===== config.mk =====
export PLATFORM = sky130hd
export DESIGN_NAME = host_system_bus_interface
export DESIGN_NICKNAME = d
export VERILOG_FILES = /design/src/hsbi_pkg.sv /design/src/hsbi_sync.sv /design/src/host_system_bus_interface.sv
export SDC_FILE = /design/constraint.sdc
export NUM_CORES = 1
export LEC_CHECK = 0
export ABC_CLOCK_PERIOD_IN_PS = 16500
export BUFFER_PORTS_ARGS = -buffer_cell sky130_fd_sc_hd__buf_2
export CORE_ASPECT_RATIO = 0.6
export CORE_MARGIN = 2
export CORE_UTILIZATION = 57
export DETAILED_ROUTE_END_ITERATION = 10
export GPL_TIMING_DRIVEN = 0
export PLACE_DENSITY_LB_ADDON = 0.3
export SLEW_MARGIN = 25
export SYNTH_ARGS = -nofsm -noshare
export SYNTH_HDL_FRONTEND = slang
export SYNTH_SLANG_ARGS = --single-unit

===== constraint.sdc =====
create_clock -name sys_clk -period 16.5 [get_ports sys_clk]
set_input_delay 2.475 -clock sys_clk [delete_from_list [all_inputs] [get_ports sys_clk]]
set_output_delay 2.475 -clock sys_clk [all_outputs]
set_load 0.05 [all_outputs]

===== src/hsbi_pkg.sv =====
/*
 host system bus interface package: timing counts, bus-cycle states,
 address layout and lane helpers.
 assumes a single 25 MHz system clock and no software-visible registers.
*/
package hsbi_pkg;

    localparam int          SYS_CLK_MHZ     = 25;
    localparam int          ADDR_W          = 32;
    localparam int          DATA_W          = 16;
    localparam int          REG_SEL_W       = 4;
    localparam int          NUM_REGS        = 16;
    localparam logic [7:0]  BYTE_RST        = 8'h00;
    localparam logic [15:0] WORD_RST        = 16'h0000;
    localparam logic [31:0] ADDR_RST        = 32'h0000_0000;
    localparam logic [15:0] LOW_CARRY_MASK  = 16'hFFFF;
    localparam logic [31:0] WORD_STEP       = 32'h0000_0002;
    localparam logic [31:0] BYTE_STEP       = 32'h0000_0001;
    localparam logic [15:0] COUNT_RST       = 16'h0000;

    typedef enum logic [3:0] {
        ST_IDLE,
        ST_REQ,
        ST_ARB,
        ST_XAL,
        ST_ALE,
        ST_DATA,
        ST_STROBE,
        ST_END,
        ST_RELEASE
    } dma_state_type;

    // bit reversal: lane index zero carries the byte's most significant bit
    function automatic logic [7:0] to_lane(input logic [7:0] b);
        logic [7:0] r;
        r = BYTE_RST;
        for (int i = 0; i < 8; i++) begin
            r[i] = b[7 - i];
        end
        return r;
    endfunction

    // odd parity over one byte
    function automatic logic odd_par(input logic [7:0] b);
        return ~(^b);
    endfunction

endpackage


===== src/hsbi_sync.sv =====
/*
 two flip-flop synchroniser with rising and falling edge outputs.
 assumes the input comes from outside the sys_clk domain.
*/
`timescale 1ns/1ps
module hsbi_sync
    import hsbi_pkg::*;
#(
    parameter logic RST_VAL = 1'b1
) (
    input  wire logic sys_clk,
    input  wire logic rst,
    input  wire logic async_in,
    output logic      sync_out,
    output logic      rise,
    output logic      fall
);

    logic meta_r;
    logic sync_r;
    logic last_r;

    // only sync_r reads meta_r
    always_ff @(posedge sys_clk or posedge rst) begin
        if (rst) begin
            meta_r <= RST_VAL;
            sync_r <= RST_VAL;
            last_r <= RST_VAL;
        end else begin
            meta_r <= async_in;
            sync_r <= meta_r;
            last_r <= sync_r;
        end
    end

    assign sync_out = sync_r;
    assign rise     = sync_r & ~last_r;
    assign fall     = ~sync_r & last_r;

endmodule


===== src/host_system_bus_interface.sv =====
/*
 host system bus interface, device side: direct i/o slave writes into a
 register file and a bus-master dma engine clocked by host_bus_clk edges.
 assumes all pins arrive asynchronously, two-way pins are split into
 in/out/oe, and the dma requester holds dma_start until dma_done.
*/
// Contract
// RULE_01: write strobe direction follows transfer type
// RULE_02: direct write latched on strobe rising edge
// RULE_03: dma write drives strobe low with data
// RULE_04: extended latch pulse per block and carry
// RULE_05: upper address parity shown during extended latch
// RULE_06: reset edge latches dma width; live io width
// RULE_07: high lane carries high address/data bytes
// RULE_08: low lane carries low address/data bytes
// RULE_09: address latch pulse starts each dma cycle
// RULE_10: take bus only when not busy, granted
// RULE_11: dma timing follows host bus clock
// RULE_12: read_not_write high read, driven by master
// RULE_13: release request ends bus tenure after cycle
// RULE_14: host chip select gates direct i/o
// RULE_15: data buffer enable low during transfers
// RULE_16: bus request asserted before dma
// RULE_17: grant is synchronised, low means granted
// RULE_18: drive address and strobes only as master
`timescale 1ns/1ps
module host_system_bus_interface
    import hsbi_pkg::*;
(
    input  wire logic                 sys_clk,
    input  wire logic                 rst,
    input  wire logic                 system_reset_n,
    input  wire logic                 host_bus_clk,
    input  wire logic                 chip_select_n,
    input  wire logic [REG_SEL_W-1:0] reg_sel,
    input  wire logic                 bus_width_sel,
    input  wire logic                 bus_busy_in,
    input  wire logic                 bus_release_req,
    input  wire logic                 bus_grant_n,
    output logic                      bus_request_n,
    input  wire logic                 write_strobe_n_in,
    output logic                      write_strobe_n_out,
    output logic                      write_strobe_n_oe,
    input  wire logic                 read_not_write_in,
    output logic                      read_not_write_out,
    output logic                      read_not_write_oe,
    input  wire logic [7:0]           ad_high_lane_in,
    output logic      [7:0]           ad_high_lane_out,
    output logic                      ad_high_lane_oe,
    input  wire logic [7:0]           ad_low_lane_in,
    output logic      [7:0]           ad_low_lane_out,
    output logic                      ad_low_lane_oe,
    output logic                      parity_high_out,
    output logic                      parity_low_out,
    output logic                      parity_oe,
    output logic                      ext_addr_latch,
    output logic                      addr_latch_en,
    output logic                      data_buf_en_n,
    input  wire logic                 addr_parity_en,
    input  wire logic                 dma_start,
    input  wire logic [ADDR_W-1:0]    dma_addr,
    input  wire logic [15:0]          dma_count,
    input  wire logic [DATA_W-1:0]    dma_wdata,
    output logic                      dma_wdata_take,
    output logic                      dma_done,
    output logic                      dma_width_8,
    output logic                      dio_width_8,
    output logic [DATA_W-1:0]         dio_reg_data,
    input  wire logic [REG_SEL_W-1:0] dio_reg_rd_sel
);

    ////////////////////////////////////////////////////////////////////////
    // input synchronisers

    logic cs_n_s, wr_n_s, wr_rise, bclk_s, bclk_rise, bclk_fall, sres_rise;
    logic busy_s, rls_s, gnt_s, bw_s, rnw_s;
    logic [7:0] adh_m_r, adh_s_r, adl_m_r, adl_s_r;
    logic [REG_SEL_W-1:0] sel_m_r, sel_s_r;

    hsbi_sync u_cs   (.sys_clk(sys_clk), .rst(rst), .async_in(chip_select_n),
                      .sync_out(cs_n_s), .rise(), .fall());
    hsbi_sync u_wr   (.sys_clk(sys_clk), .rst(rst), .async_in(write_strobe_n_in),
                      .sync_out(wr_n_s), .rise(wr_rise), .fall());
    hsbi_sync u_bclk (.sys_clk(sys_clk), .rst(rst), .async_in(host_bus_clk),
                      .sync_out(bclk_s), .rise(bclk_rise), .fall(bclk_fall));
    hsbi_sync u_sres (.sys_clk(sys_clk), .rst(rst), .async_in(system_reset_n),
                      .sync_out(), .rise(sres_rise), .fall());
    hsbi_sync u_busy (.sys_clk(sys_clk), .rst(rst), .async_in(bus_busy_in),
                      .sync_out(busy_s), .rise(), .fall());
    hsbi_sync u_rls  (.sys_clk(sys_clk), .rst(rst), .async_in(bus_release_req),
                      .sync_out(rls_s), .rise(), .fall());
    hsbi_sync u_gnt  (.sys_clk(sys_clk), .rst(rst), .async_in(bus_grant_n),
                      .sync_out(gnt_s), .rise(), .fall());
    hsbi_sync u_bw   (.sys_clk(sys_clk), .rst(rst), .async_in(bus_width_sel),
                      .sync_out(bw_s), .rise(), .fall());
    hsbi_sync u_rnw  (.sys_clk(sys_clk), .rst(rst), .async_in(read_not_write_in),
                      .sync_out(rnw_s), .rise(), .fall());

    // data and select lanes, two stages each
    always_ff @(posedge sys_clk or posedge rst) begin
        if (rst) begin
            adh_m_r <= BYTE_RST;
            adh_s_r <= BYTE_RST;
            adl_m_r <= BYTE_RST;
            adl_s_r <= BYTE_RST;
            sel_m_r <= '0;
            sel_s_r <= '0;
        end else begin
            adh_m_r <= ad_high_lane_in;
            adh_s_r <= adh_m_r;
            adl_m_r <= ad_low_lane_in;
            adl_s_r <= adl_m_r;
            sel_m_r <= reg_sel;
            sel_s_r <= sel_m_r;
        end
    end

    ////////////////////////////////////////////////////////////////////////
    // bus width: latched at reset release, live for direct i/o

    logic dma_w8_r;

    always_ff @(posedge sys_clk or posedge rst) begin
        if (rst) begin
            dma_w8_r <= 1'b1;
        end else if (sres_rise) begin
            dma_w8_r <= bw_s;                            // RULE_06
        end
    end

    assign dma_width_8 = dma_w8_r;
    assign dio_width_8 = bw_s;                          // RULE_06

    ////////////////////////////////////////////////////////////////////////
    // direct i/o write into the register file

    logic [DATA_W-1:0] regs_r [NUM_REGS];
    logic              dio_sel;
    logic              dio_wr;
    logic [15:0]       dio_word;

    assign dio_sel  = ~cs_n_s;                          // RULE_14
    assign dio_wr   = dio_sel & wr_rise & ~rnw_s;
    assign dio_word = {to_lane(adh_s_r), to_lane(adl_s_r)};  // RULE_07 RULE_08

    // capture on rising strobe edge
    always_ff @(posedge sys_clk or posedge rst) begin
        if (rst) begin
            for (int i = 0; i < NUM_REGS; i++) begin
                regs_r[i] <= WORD_RST;
            end
        end else if (dio_wr) begin
            if (bw_s) begin
                regs_r[sel_s_r][7:0] <= to_lane(adl_s_r);
            end else begin
                regs_r[sel_s_r] <= dio_word;             // RULE_02
            end
        end
    end

    assign dio_reg_data = regs_r[dio_reg_rd_sel];

    ////////////////////////////////////////////////////////////////////////
    // dma engine, stepped on host bus clock edges

    dma_state_type       state_r, state_nxt;
    logic [ADDR_W-1:0]   addr_r, addr_nxt;
    logic [15:0]         left_r, left_nxt;
    logic [DATA_W-1:0]   data_r, data_nxt;
    logic                first_r, first_nxt;
    logic [ADDR_W-1:0]   addr_inc;
    logic                carry;
    logic                owner;
    logic                step;

    assign step     = bclk_rise;                        // RULE_11
    assign addr_inc = addr_r + (dma_w8_r ? BYTE_STEP : WORD_STEP);
    assign carry    = addr_inc[31:16] != addr_r[31:16];
    assign owner    = (state_r != ST_IDLE) && (state_r != ST_REQ)
                   && (state_r != ST_ARB) && (state_r != ST_RELEASE);   // RULE_18

    // next state of the dma sequencer
    always_comb begin
        state_nxt = state_r;
        addr_nxt  = addr_r;
        left_nxt  = left_r;
        data_nxt  = data_r;
        first_nxt = first_r;
        case (state_r)
            ST_IDLE: begin
                if (dma_start && dma_count != COUNT_RST) begin
                    addr_nxt  = dma_addr;
                    left_nxt  = dma_count;
                    first_nxt = 1'b1;
                    state_nxt = ST_REQ;
                end
            end
            ST_REQ: begin
                if (step) begin
                    state_nxt = ST_ARB;                  // RULE_16
                end
            end
            ST_ARB: begin
                if (step && !gnt_s && busy_s) begin      // RULE_10 RULE_17
                    state_nxt = first_r ? ST_XAL : ST_ALE;
                end
            end
            ST_XAL: begin
                if (step) begin
                    first_nxt = 1'b0;
                    state_nxt = ST_ALE;                  // RULE_04
                end
            end
            ST_ALE: begin
                if (step) begin
                    data_nxt  = dma_wdata;
                    state_nxt = ST_DATA;                 // RULE_09
                end
            end
            ST_DATA: begin
                if (step) begin
                    state_nxt = ST_STROBE;
                end
            end
            ST_STROBE: begin
                if (step) begin
                    addr_nxt  = addr_inc;
                    left_nxt  = left_r - 16'h0001;
                    first_nxt = carry;                   // RULE_04
                    state_nxt = ST_END;
                end
            end
            // carry was judged before the address moved
            ST_END: begin
                if (left_r == COUNT_RST) begin
                    state_nxt = ST_RELEASE;
                end else if (!rls_s) begin
                    state_nxt = ST_REQ;                  // RULE_13
                end else begin
                    state_nxt = first_r ? ST_XAL : ST_ALE; // RULE_04
                end
            end
            ST_RELEASE: begin
                if (!dma_start) begin
                    state_nxt = ST_IDLE;
                end
            end
            default: state_nxt = ST_IDLE;
        endcase
    end

    // dma state registers
    always_ff @(posedge sys_clk or posedge rst) begin
        if (rst) begin
            state_r <= ST_IDLE;
            addr_r  <= ADDR_RST;
            left_r  <= COUNT_RST;
            data_r  <= WORD_RST;
            first_r <= 1'b0;
        end else begin
            state_r <= state_nxt;
            addr_r  <= addr_nxt;
            left_r  <= left_nxt;
            data_r  <= data_nxt;
            first_r <= first_nxt;
        end
    end

    ////////////////////////////////////////////////////////////////////////
    // pin drive

    logic        drive_xal, drive_ale, drive_data;
    logic [7:0]  hi_byte, lo_byte;

    assign drive_xal  = state_r == ST_XAL;
    assign drive_ale  = state_r == ST_ALE;
    assign drive_data = (state_r == ST_DATA) || (state_r == ST_STROBE)
                     || (state_r == ST_END);

    // byte selection per phase
    assign hi_byte = drive_xal ? addr_r[31:24]
                   : drive_ale ? addr_r[15:8] : data_r[15:8];    // RULE_07
    assign lo_byte = drive_xal ? addr_r[23:16]
                   : drive_ale ? addr_r[7:0] : data_r[7:0];      // RULE_08

    // registered pin outputs
    always_ff @(posedge sys_clk or posedge rst) begin
        if (rst) begin
            ad_high_lane_out   <= BYTE_RST;
            ad_low_lane_out    <= BYTE_RST;
            parity_high_out    <= 1'b1;
            parity_low_out     <= 1'b1;
            ext_addr_latch     <= 1'b0;
            addr_latch_en      <= 1'b0;
            write_strobe_n_out <= 1'b1;
        end else begin
            ad_high_lane_out   <= to_lane(hi_byte);
            ad_low_lane_out    <= to_lane(lo_byte);
            parity_high_out    <= odd_par(hi_byte);                  // RULE_05
            parity_low_out     <= odd_par(lo_byte);                  // RULE_05
            // no second pulse on the edge that leaves the phase
            ext_addr_latch     <= drive_xal & bclk_s & ~step;        // RULE_04
            addr_latch_en      <= drive_ale & bclk_s & ~step;        // RULE_09
            write_strobe_n_out <= ~(state_r == ST_STROBE);           // RULE_03
        end
    end

    assign write_strobe_n_oe  = owner;                               // RULE_01 RULE_18
    assign read_not_write_out = 1'b0;                                // RULE_12
    assign read_not_write_oe  = owner;                               // RULE_12 RULE_18
    assign ad_high_lane_oe    = owner;                               // RULE_18
    assign ad_low_lane_oe     = owner;                               // RULE_18
    assign parity_oe          = owner & addr_parity_en;              // RULE_05
    assign bus_request_n      = ~((state_r == ST_REQ) || (state_r == ST_ARB)); // RULE_16
    assign data_buf_en_n      = ~(drive_data | (dio_sel & ~wr_n_s)); // RULE_15
    assign dma_wdata_take     = (state_r == ST_ALE) & step;
    assign dma_done           = state_r == ST_RELEASE;

    // falling bus clock edge unused beyond synchroniser
    logic unused_fall;
    assign unused_fall = bclk_fall;

endmodule


; ---- Word-level counts from Yosys, hierarchy flattened
; Cells that the tools add are included.
; Widths: inputs -> output; s select.
[totals]
wordCells = 168
register_bits = 408
out_inout_bits = 49
input_bits = 101
[op_classes]
mux = 37
bitwise_logic = 27
n_reduce_logical = 23
eq_ne = 20
add_sub_neg = 2
magnitude_cmp = 3
[op_table]
columns = operator, n
row1 = $bwmux 256, 2
row2 = $mux 256, 1
row3 = $demux 16 s4, 2
row4 = $mux 16, 5
row5 = $bmux 16 s4, 1
row6 = $mux 32, 2
row7 = $pmux 32 s2, 1
row8 = $mux 8, 5
row9 = $mux 4, 9
row10 = $pmux 4 s9, 1
row11 = $add 32x2->32, 1
row12 = $pmux 16 s2, 1
row13 = $eq 4x3->1 const B, 4
row14 = $logic_not 16->1, 1
row15 = $ne 16x16->1, 1
row16 = $ne 2x2->1 const B, 8
row17 = $reduce_bool 16->1, 1
row18 = $reduce_xor 8->1, 2
row19 = $sub 16x1->16 const B, 1
row20 = $and 1x1->1, 12
row21 = $not 1->1, 12
row22 = $ge 5x5->1 const B, 2
row23 = $not 4->5, 2
row24 = $eq 4x2->1 const B, 2
row25 = 22 further kinds, 33

; ---- Logic depth before layout (Yosys ltp)
; Gate-level depths: netlist of run 1.
[logic_depth]
depth_word = 7
depth_mapped = 10
mapped_depth_nobuf = 8

; ---- Cells and area by module
; From an unflattened synthesis of run 1, not the netlist that was laid out.
[hier_totals]
cells_unflattened = 1361
area_unflattened_um2 = 18652.9
[by_module_without_submodules]
columns = module, area_per_inst_um2, cells_each, seq_area_each_um2, n_inst
row1 = host_system_bus_interface, 17774.5, 1307, 9689.3, 1
row2 = hsbi_sync, 97.6, 6, 78.8, 9

; ---- Worst setup path before layout of run 1
; OpenSTA, ideal clock, no wires.
[synth_timing]
path_type = in2out
start = input dio_reg_rd_sel[0]
end = output dio_reg_data[10]
path_stages = 4
slack_ns = 9.614
t_required_ns = 14.025
path_buffers = 2
t_arrival_ns = 4.411
cell_sequence = buf_2 buf_1 mux4_2 mux4_2
[synth_between]
elab_chain_cells = 4
[synth_lines]
columns = element, line
row1 = from (decl), host_system_bus_interface.sv:69  ; input wire logic [REG_SEL_W-1:0] dio_reg_rd_sel
row2 = $not 4->5 (implied by the code), host_system_bus_interface.sv:161  ; assign dio_reg_data = regs_r[dio_reg_rd_sel];
row3 = $bmux 16 s4, host_system_bus_interface.sv:161
row4 = $mux 16 (implied by the code) (2 in a row), host_system_bus_interface.sv:161
row5 = to (decl), host_system_bus_interface.sv:68  ; output logic [DATA_W-1:0] dio_reg_data,
; Every way passes these cells. The select of a mux whose other input is x is not followed.

; ---- Final worst setup path of run 1
[layout_timing]
start = input dio_reg_rd_sel[0]
end = output dio_reg_data[9]
; The elaborated chain is that of the path after synthesis.

==> run_results.csv, run 1 <==
group,metric,value,unit
synth,synth_area_leaders,"dfrtp_1 52%, mux2_2 17%, mux4_2 9.8%",
setup_path,cp_data_arrival_time,4.89,ns
cells_and_area,mostFrequentLayoutCell,"dfrtp_1",
cts,cts_made_buffers,39,
synth,synth_ff_type,"dfrtp_1",
timing,finalCritPeriodShare,0.4462,
cells_and_area,finalNonFillerCells,1959,
cells_and_area,utilization,0.6686,
synth,yosys_register_bits,408,
setup_path,path_class,"in2out",
placement,place_inst,1888,
timing,whs,0.3424,ns
min_path,hold_class,"reg2reg",
synth,post-synth-top-area-cell,"dfrtp_1",
status,outcome,"finished, final reports clean",
setup_path,reg2reg_slack,13.12,ns
timing,max-slew-margin-rel,0.3534,
cts,cts_setup_buffers,0,
timing,worstMarginPinSlew,0.9699,ns
timing,hold_viol_final,0,
timing,maxSlewViolCount,0,
grt,grt_remaining_overflow,0,
cts,cts_resized,0,
synth,syn_avg_cell_area,13.87,µm²
synth,ys_seq_area_frac,0.5577,
detailed_routing,detail_route.wl_per_cell,25.24,µm
min_path,holdPathEnd,"adl_s_r[7]",
setup_path,cp_max_fo,10,
synth,yosysTopAreaCellShare,0.5219,
placement,port_buffers,144,
detailed_routing,via_per_inst,6.323,
cts,h-tree-depth,2,
min_path,min_from,"adl_m_r[7]",
placement,hpwl,35.72,mm
placement,gp_congestion,0.9132,
cells_and_area,multiInputGateArea,7656,µm²
detailed_routing,ant_nets,0,
cells_and_area,fill_cells,2231,
cells_and_area,final_cell_mix,"383 x dfrtp_1, 277 x mux2_2, 164 x buf_2",
floorplanning,initial_core_util,0.5836,
cts,insertion_delay,0.55,ns
grt,antenna_found_initial,1,
synth,netlist_area,18360,µm²
synth,yosysWarnings,0,
min_path,min_path_cells,0,
setup_path,rr_endpoint,"regs_r[26]",
synth,synthArstFlopShare,1.000,
cts,root_buffer,"clkbuf_16",
cells_and_area,diodes,0,
cts,clk_pin_slew,0.06,ns
floorplanning,fp.coreArea,31470,µm²
floorplanning,placement_rows,50,
setup_path,end_kind,"output pin",
setup_path,critPathRequiredTime,14.03,ns
detailed_routing,wirelength,49.44,mm
synth,synth_fp_nets,1429,
timing,rsz0062_at_grt,"false",
setup_path,startpoint_type,"input pin",
cts,cts.sinks,408,
cells_and_area,nets,1618,
timing,finalClockSkew,0.02562,ns
setup_path,rr_worst_depth,6,
cells_and_area,syn_to_final_growth,14.57,%
cts,holdBufCountCts,0,
cts,cts_tree,"built",
grt,grt_usage,0.3015,
placement,pre_cts_ws,9.111,ns
grt,grt_max_degree,101,
detailed_routing,detail_route.drc_violations,0,
synth,postSynthCellCount,1324,
detailed_routing,drtIter0Drc,1180,
synth,synth.distinct_cells,68,
power_and_ir_drop,peakVddDrop,0.1200,mV
cts,clockBufferDepth,3,
timing,period_needed,7.363,ns
timing,fin_ws,9.137,ns
floorplanning,ioPinCount,150,
cells_and_area,regArea,10240,µm²
timing,setup_viol,0,
detailed_routing,vias,12390,
power_and_ir_drop,design_power_total,3173,µW
synth,synth_edf_count,0,
power_and_ir_drop,power_leakage,0.009716,µW
grt,grt_pass1_wl,75.35,mm
setup_path,r2r-start,"u_wr.sync_out",
job,maxCapViolCount,0,
floorplanning,die-area,33720,µm²
grt,grt_pass1_vias,12350,
floorplanning,die_x,235.7,µm
timing,timing.fmax,0.1358,GHz
floorplanning,fp.dieH,143.0,µm
detailed_routing,firstDrtPassIters,5,
cells_and_area,drive_gt1_frac,0.4219,
power_and_ir_drop,power_density,150.8,nW/µm²
## report_power, final
part	internal, µW	switching, µW	total, µW
Combinational	376	584	961
Sequential	1160	127	1290
Clock	534	386	920
Total	2080	1100	3170
## synth_stat cells, types with 3 or more instances
library cell and instances:
xnor3_1 4, or3_1 3, mux2i_1 20, nand3_1 21, o22ai_1 21, clkbuf_1 51
o21ai_1 9, mux2_2 277, dfrtp_1 383, mux4_2 80, a22oi_1 4, xor2_1 4
and4_1 7, or4_1 4, dfstp_2 25, a21oi_1 59, nand4_1 4, nor2b_1 10
o22a_1 4, o2bb2ai_1 3, nand2_1 71, buf_2 20, nor3_2 3, o21ai_0 41
nor2_1 44, ha_1 3, and3_1 8, a31oi_1 6, nor2_2 12, a2bb2oi_1 5
inv_1 22, nor4_1 8, nor3_1 14, buf_4 10, a21o_1 4, buf_1 7
and2_1 4, nand2b_1 7
## logic make-up (layout without fill, tap and decap cells)
kind of cell	after synthesis	count (layout)	share of synthesized area
AND/OR/NAND/NOR	234	234	0.06677
flip-flops	408	408	0.5577
XOR/XNOR	10	10	0.007767
multiplexers	377	377	0.2789
other	1	1	0.0002042
adder cells (fa/ha/maj)	4	4	0.003134
AO/OA/AOI/OAI	180	180	0.05969
buffers and inverters	110	329	0.02589
## through the flow
| stage | TNS (ns) | instance area (µm²) |
|---|---|---|
| 2_1_floorplan | 0 | 18360 |
| 3_3_place_gp | -514.30 | 19610 |
| 3_5_place_dp | 0 | 19730 |
| 4_1_cts | 0 | 21030 |
| 5_1_grt | 0 | 21040 |
| 6_report | 0 | 21040 |
## critical path, stage by stage
cell and delay, ns:
buf_2 0.23, buf_1 0.75, mux4_2 0.66, mux4_2 0.52, buf_2 0.23
## cell type report
cell class              count  area share
plain buffers              88     0.01867
clock buffers              57     0.05483
clock inverters            14    0.007374
inverters                  22    0.004282
multi-input cells         806      0.3639
flip-flops and latches    408      0.4867
well taps                 416     0.02474
repair buffers            148     0.03949
## how the worst max path moves through the flow
| stage | start | endpoint | depth (start not counted) |
|---|---|---|---|
| after detailed placement | dio_reg_rd_sel[0] | dio_reg_data[9] | 5 |
| after global routing | dio_reg_rd_sel[0] | dio_reg_data[9] | 5 |
| final | dio_reg_rd_sel[0] | dio_reg_data[9] | 5 |
| after floorplan | rst | asynchronous set/reset pin | 1 |
| after CTS | dio_reg_rd_sel[0] | dio_reg_data[9] | 5 |
| after global placement | rst | sel_m_r[0] | 2 |
## metal layers
layer,share of wire,track usage
met1,0.47,0.4723
met2,0.40,0.4083
met3,0.11,0.1026
met4,0.018,0.05632
met5,0,0
Power figures use the tool's default switching activity.
==> run 2: changes to the inputs <==
--- a/config.mk
+++ b/config.mk
@@ -5,7 +5,7 @@
 export SDC_FILE = /design/constraint.sdc
 export NUM_CORES = 1
 export LEC_CHECK = 0
-export ABC_CLOCK_PERIOD_IN_PS = 16500
+export ABC_CLOCK_PERIOD_IN_PS = 7050
 export BUFFER_PORTS_ARGS = -buffer_cell sky130_fd_sc_hd__buf_2
 export CORE_ASPECT_RATIO = 0.6
 export CORE_MARGIN = 2
==> constraint.sdc (replaced) <==
create_clock -name sys_clk -period 7.05 [get_ports sys_clk]
set_input_delay 1.0575 -clock sys_clk [delete_from_list [all_inputs] [get_ports sys_clk]]
set_output_delay 1.0575 -clock sys_clk [all_outputs]
set_load 0.05 [all_outputs]
==> run 2 against run 1 <==
Final area is 0.72% higher; critical path depth unchanged; clock power is 130% higher; largest power group unchanged.
==> run_results.csv, run 2 (same netlist as run 1, synthesis figures left out) <==
group,metric,value,unit
timing,hold_viol_final,0,
cts,holdBufCountCts,0,
setup_path,path_class,"in2out",
min_path,min_path_cells,0,
grt,antenna_found_initial,1,
timing,period_needed,4.565,ns
cts,cts_tree,"built",
cts,insertion_delay,0.56,ns
detailed_routing,detail_route.drc_violations,0,
setup_path,reg2reg_slack,3.69,ns
floorplanning,die-area,33720,µm²
floorplanning,ioPinCount,150,
setup_path,cp_max_fo,10,
timing,setup_viol,0,
detailed_routing,detail_route.wl_per_cell,25.02,µm
grt,grt_remaining_overflow,0,
floorplanning,fp.dieH,143.0,µm
power_and_ir_drop,power_density,347.7,nW/µm²
placement,gp_congestion,0.9717,
cells_and_area,final_cell_mix,"383 x dfrtp_1, 277 x mux2_2, 164 x buf_2",
cts,cts_resized,0,
placement,port_buffers,144,
status,outcome,"finished, final reports clean",
cells_and_area,nets,1629,
floorplanning,die_x,235.7,µm
timing,rsz0062_at_grt,"false",
power_and_ir_drop,peakVddDrop,0.3110,mV
cts,root_buffer,"clkbuf_16",
grt,grt_pass1_vias,12270,
timing,timing.fmax,0.2191,GHz
timing,finalClockSkew,0.02904,ns
timing,whs,0.3489,ns
placement,hpwl,35.86,mm
timing,fin_tns_setup,0,ns
cells_and_area,fill_cells,2232,
cells_and_area,mostFrequentLayoutCell,"dfrtp_1",
cts,cts_made_buffers,39,
power_and_ir_drop,power_leakage,0.009769,µW
grt,grt_max_degree,34,
cts,clockBufferDepth,3,
detailed_routing,firstDrtPassIters,6,
floorplanning,placement_rows,50,
detailed_routing,drtIter0Drc,1217,
timing,maxSlewViolCount,0,
timing,finalCritPeriodShare,0.6475,
floorplanning,initial_core_util,0.5836,
grt,grt_pass1_wl,75.08,mm
cells_and_area,drive_gt1_frac,0.4234,
cts,cts_setup_buffers,0,
detailed_routing,vias,12390,
timing,max-slew-margin-rel,0.3494,
detailed_routing,ant_nets,0,
floorplanning,fp.coreArea,31470,µm²
timing,worstMarginPinSlew,0.9759,ns
setup_path,end_kind,"output pin",
cts,clk_pin_slew,0.06,ns
cells_and_area,finalNonFillerCells,1971,
job,maxCapViolCount,0,
setup_path,startpoint_type,"input pin",
cts,cts.sinks,408,
setup_path,rr_worst_depth,6,
cts,h-tree-depth,2,
detailed_routing,wirelength,49.31,mm
min_path,hold_class,"reg2reg",
cells_and_area,syn_to_final_growth,15.40,%
placement,postPlaceCellArea,19900,µm²
cells_and_area,final_area,21190,µm²
placement,place_inst,1898,
setup_path,cp_data_arrival_time,3.51,ns
setup_path,critPathRequiredTime,5.99,ns
detailed_routing,via_per_inst,6.287,
grt,grt_usage,0.2986,
[run 2: changes by cell type in the layout (fill, tap and decap cells not counted), moves of 2 or more]
cell        previous run  this run
buf_16                 4         1
inv_6                  3         1
clkinvlp_4             0         3
buf_12                 0        13
clkbuf_1              58        63
clkbuf_8              11         7
[run 2: metal layers]
layer,global-route usage,up-vias,share of wire
li1,-,5277,-
met1,0.4823,6425,0.46
met2,0.3983,614,0.41
met3,0.08216,75,0.11
met4,0.06470,0,0.016
met5,0,-,0
[run 2: final cells by class]
type | instances | area, µm² | share of cell area
Antenna cell | 1 | 2.502 | 0.0001181
Buffer | 88 | 392.9 | 0.01854
Clock buffer | 59 | 1142 | 0.05391
Clock inverter | 12 | 130.1 | 0.006140
Inverter | 22 | 86.33 | 0.004074
Multi-Input combinational cell | 806 | 7656 | 0.3613
Sequential cell | 408 | 10240 | 0.4833
Tap cell | 416 | 520.5 | 0.02456
Timing Repair Buffer | 159 | 1020 | 0.04812
[run 2: path summary, 6_finish.rpt]
check,startpoint,to
min in group asynchronous,rst,adh_m_r[4]
min reg2reg,adh_m_r[1],adh_s_r[1]
max in group asynchronous,rst,u_rnw.meta_r
max reg2reg,u_wr.sync_out,regs_r[28]
min,adh_m_r[1],adh_s_r[1]
max,dio_reg_rd_sel[1],dio_reg_data[7]
[run 2: worst max-delay path, stage by stage]
cell and delay [ns]:
clkbuf_1 0.42, clkbuf_1 0.79, mux4_2 0.50, mux4_2 0.50, buf_2 0.23
[run 2: through the flow]
stage	power (µW)	setup WS [ns]	util
floorplan	4600	0.5152	-
global placement	5142	-1.681	0.6231
detailed placement	5237	2.478	0.6324
CTS	7349	2.477	0.6728
global route	7672	2.487	0.6734
finish	7369	2.485	0.6734
[run 2: report_power, final]
part | internal, µW | leakage (µW) | switching (µW) | total, µW
Combinational | 890 | 0.00391 | 1350 | 2240
Clock | 1200 | 0.000621 | 910 | 2110
Sequential | 2730 | 0.00524 | 293 | 3020
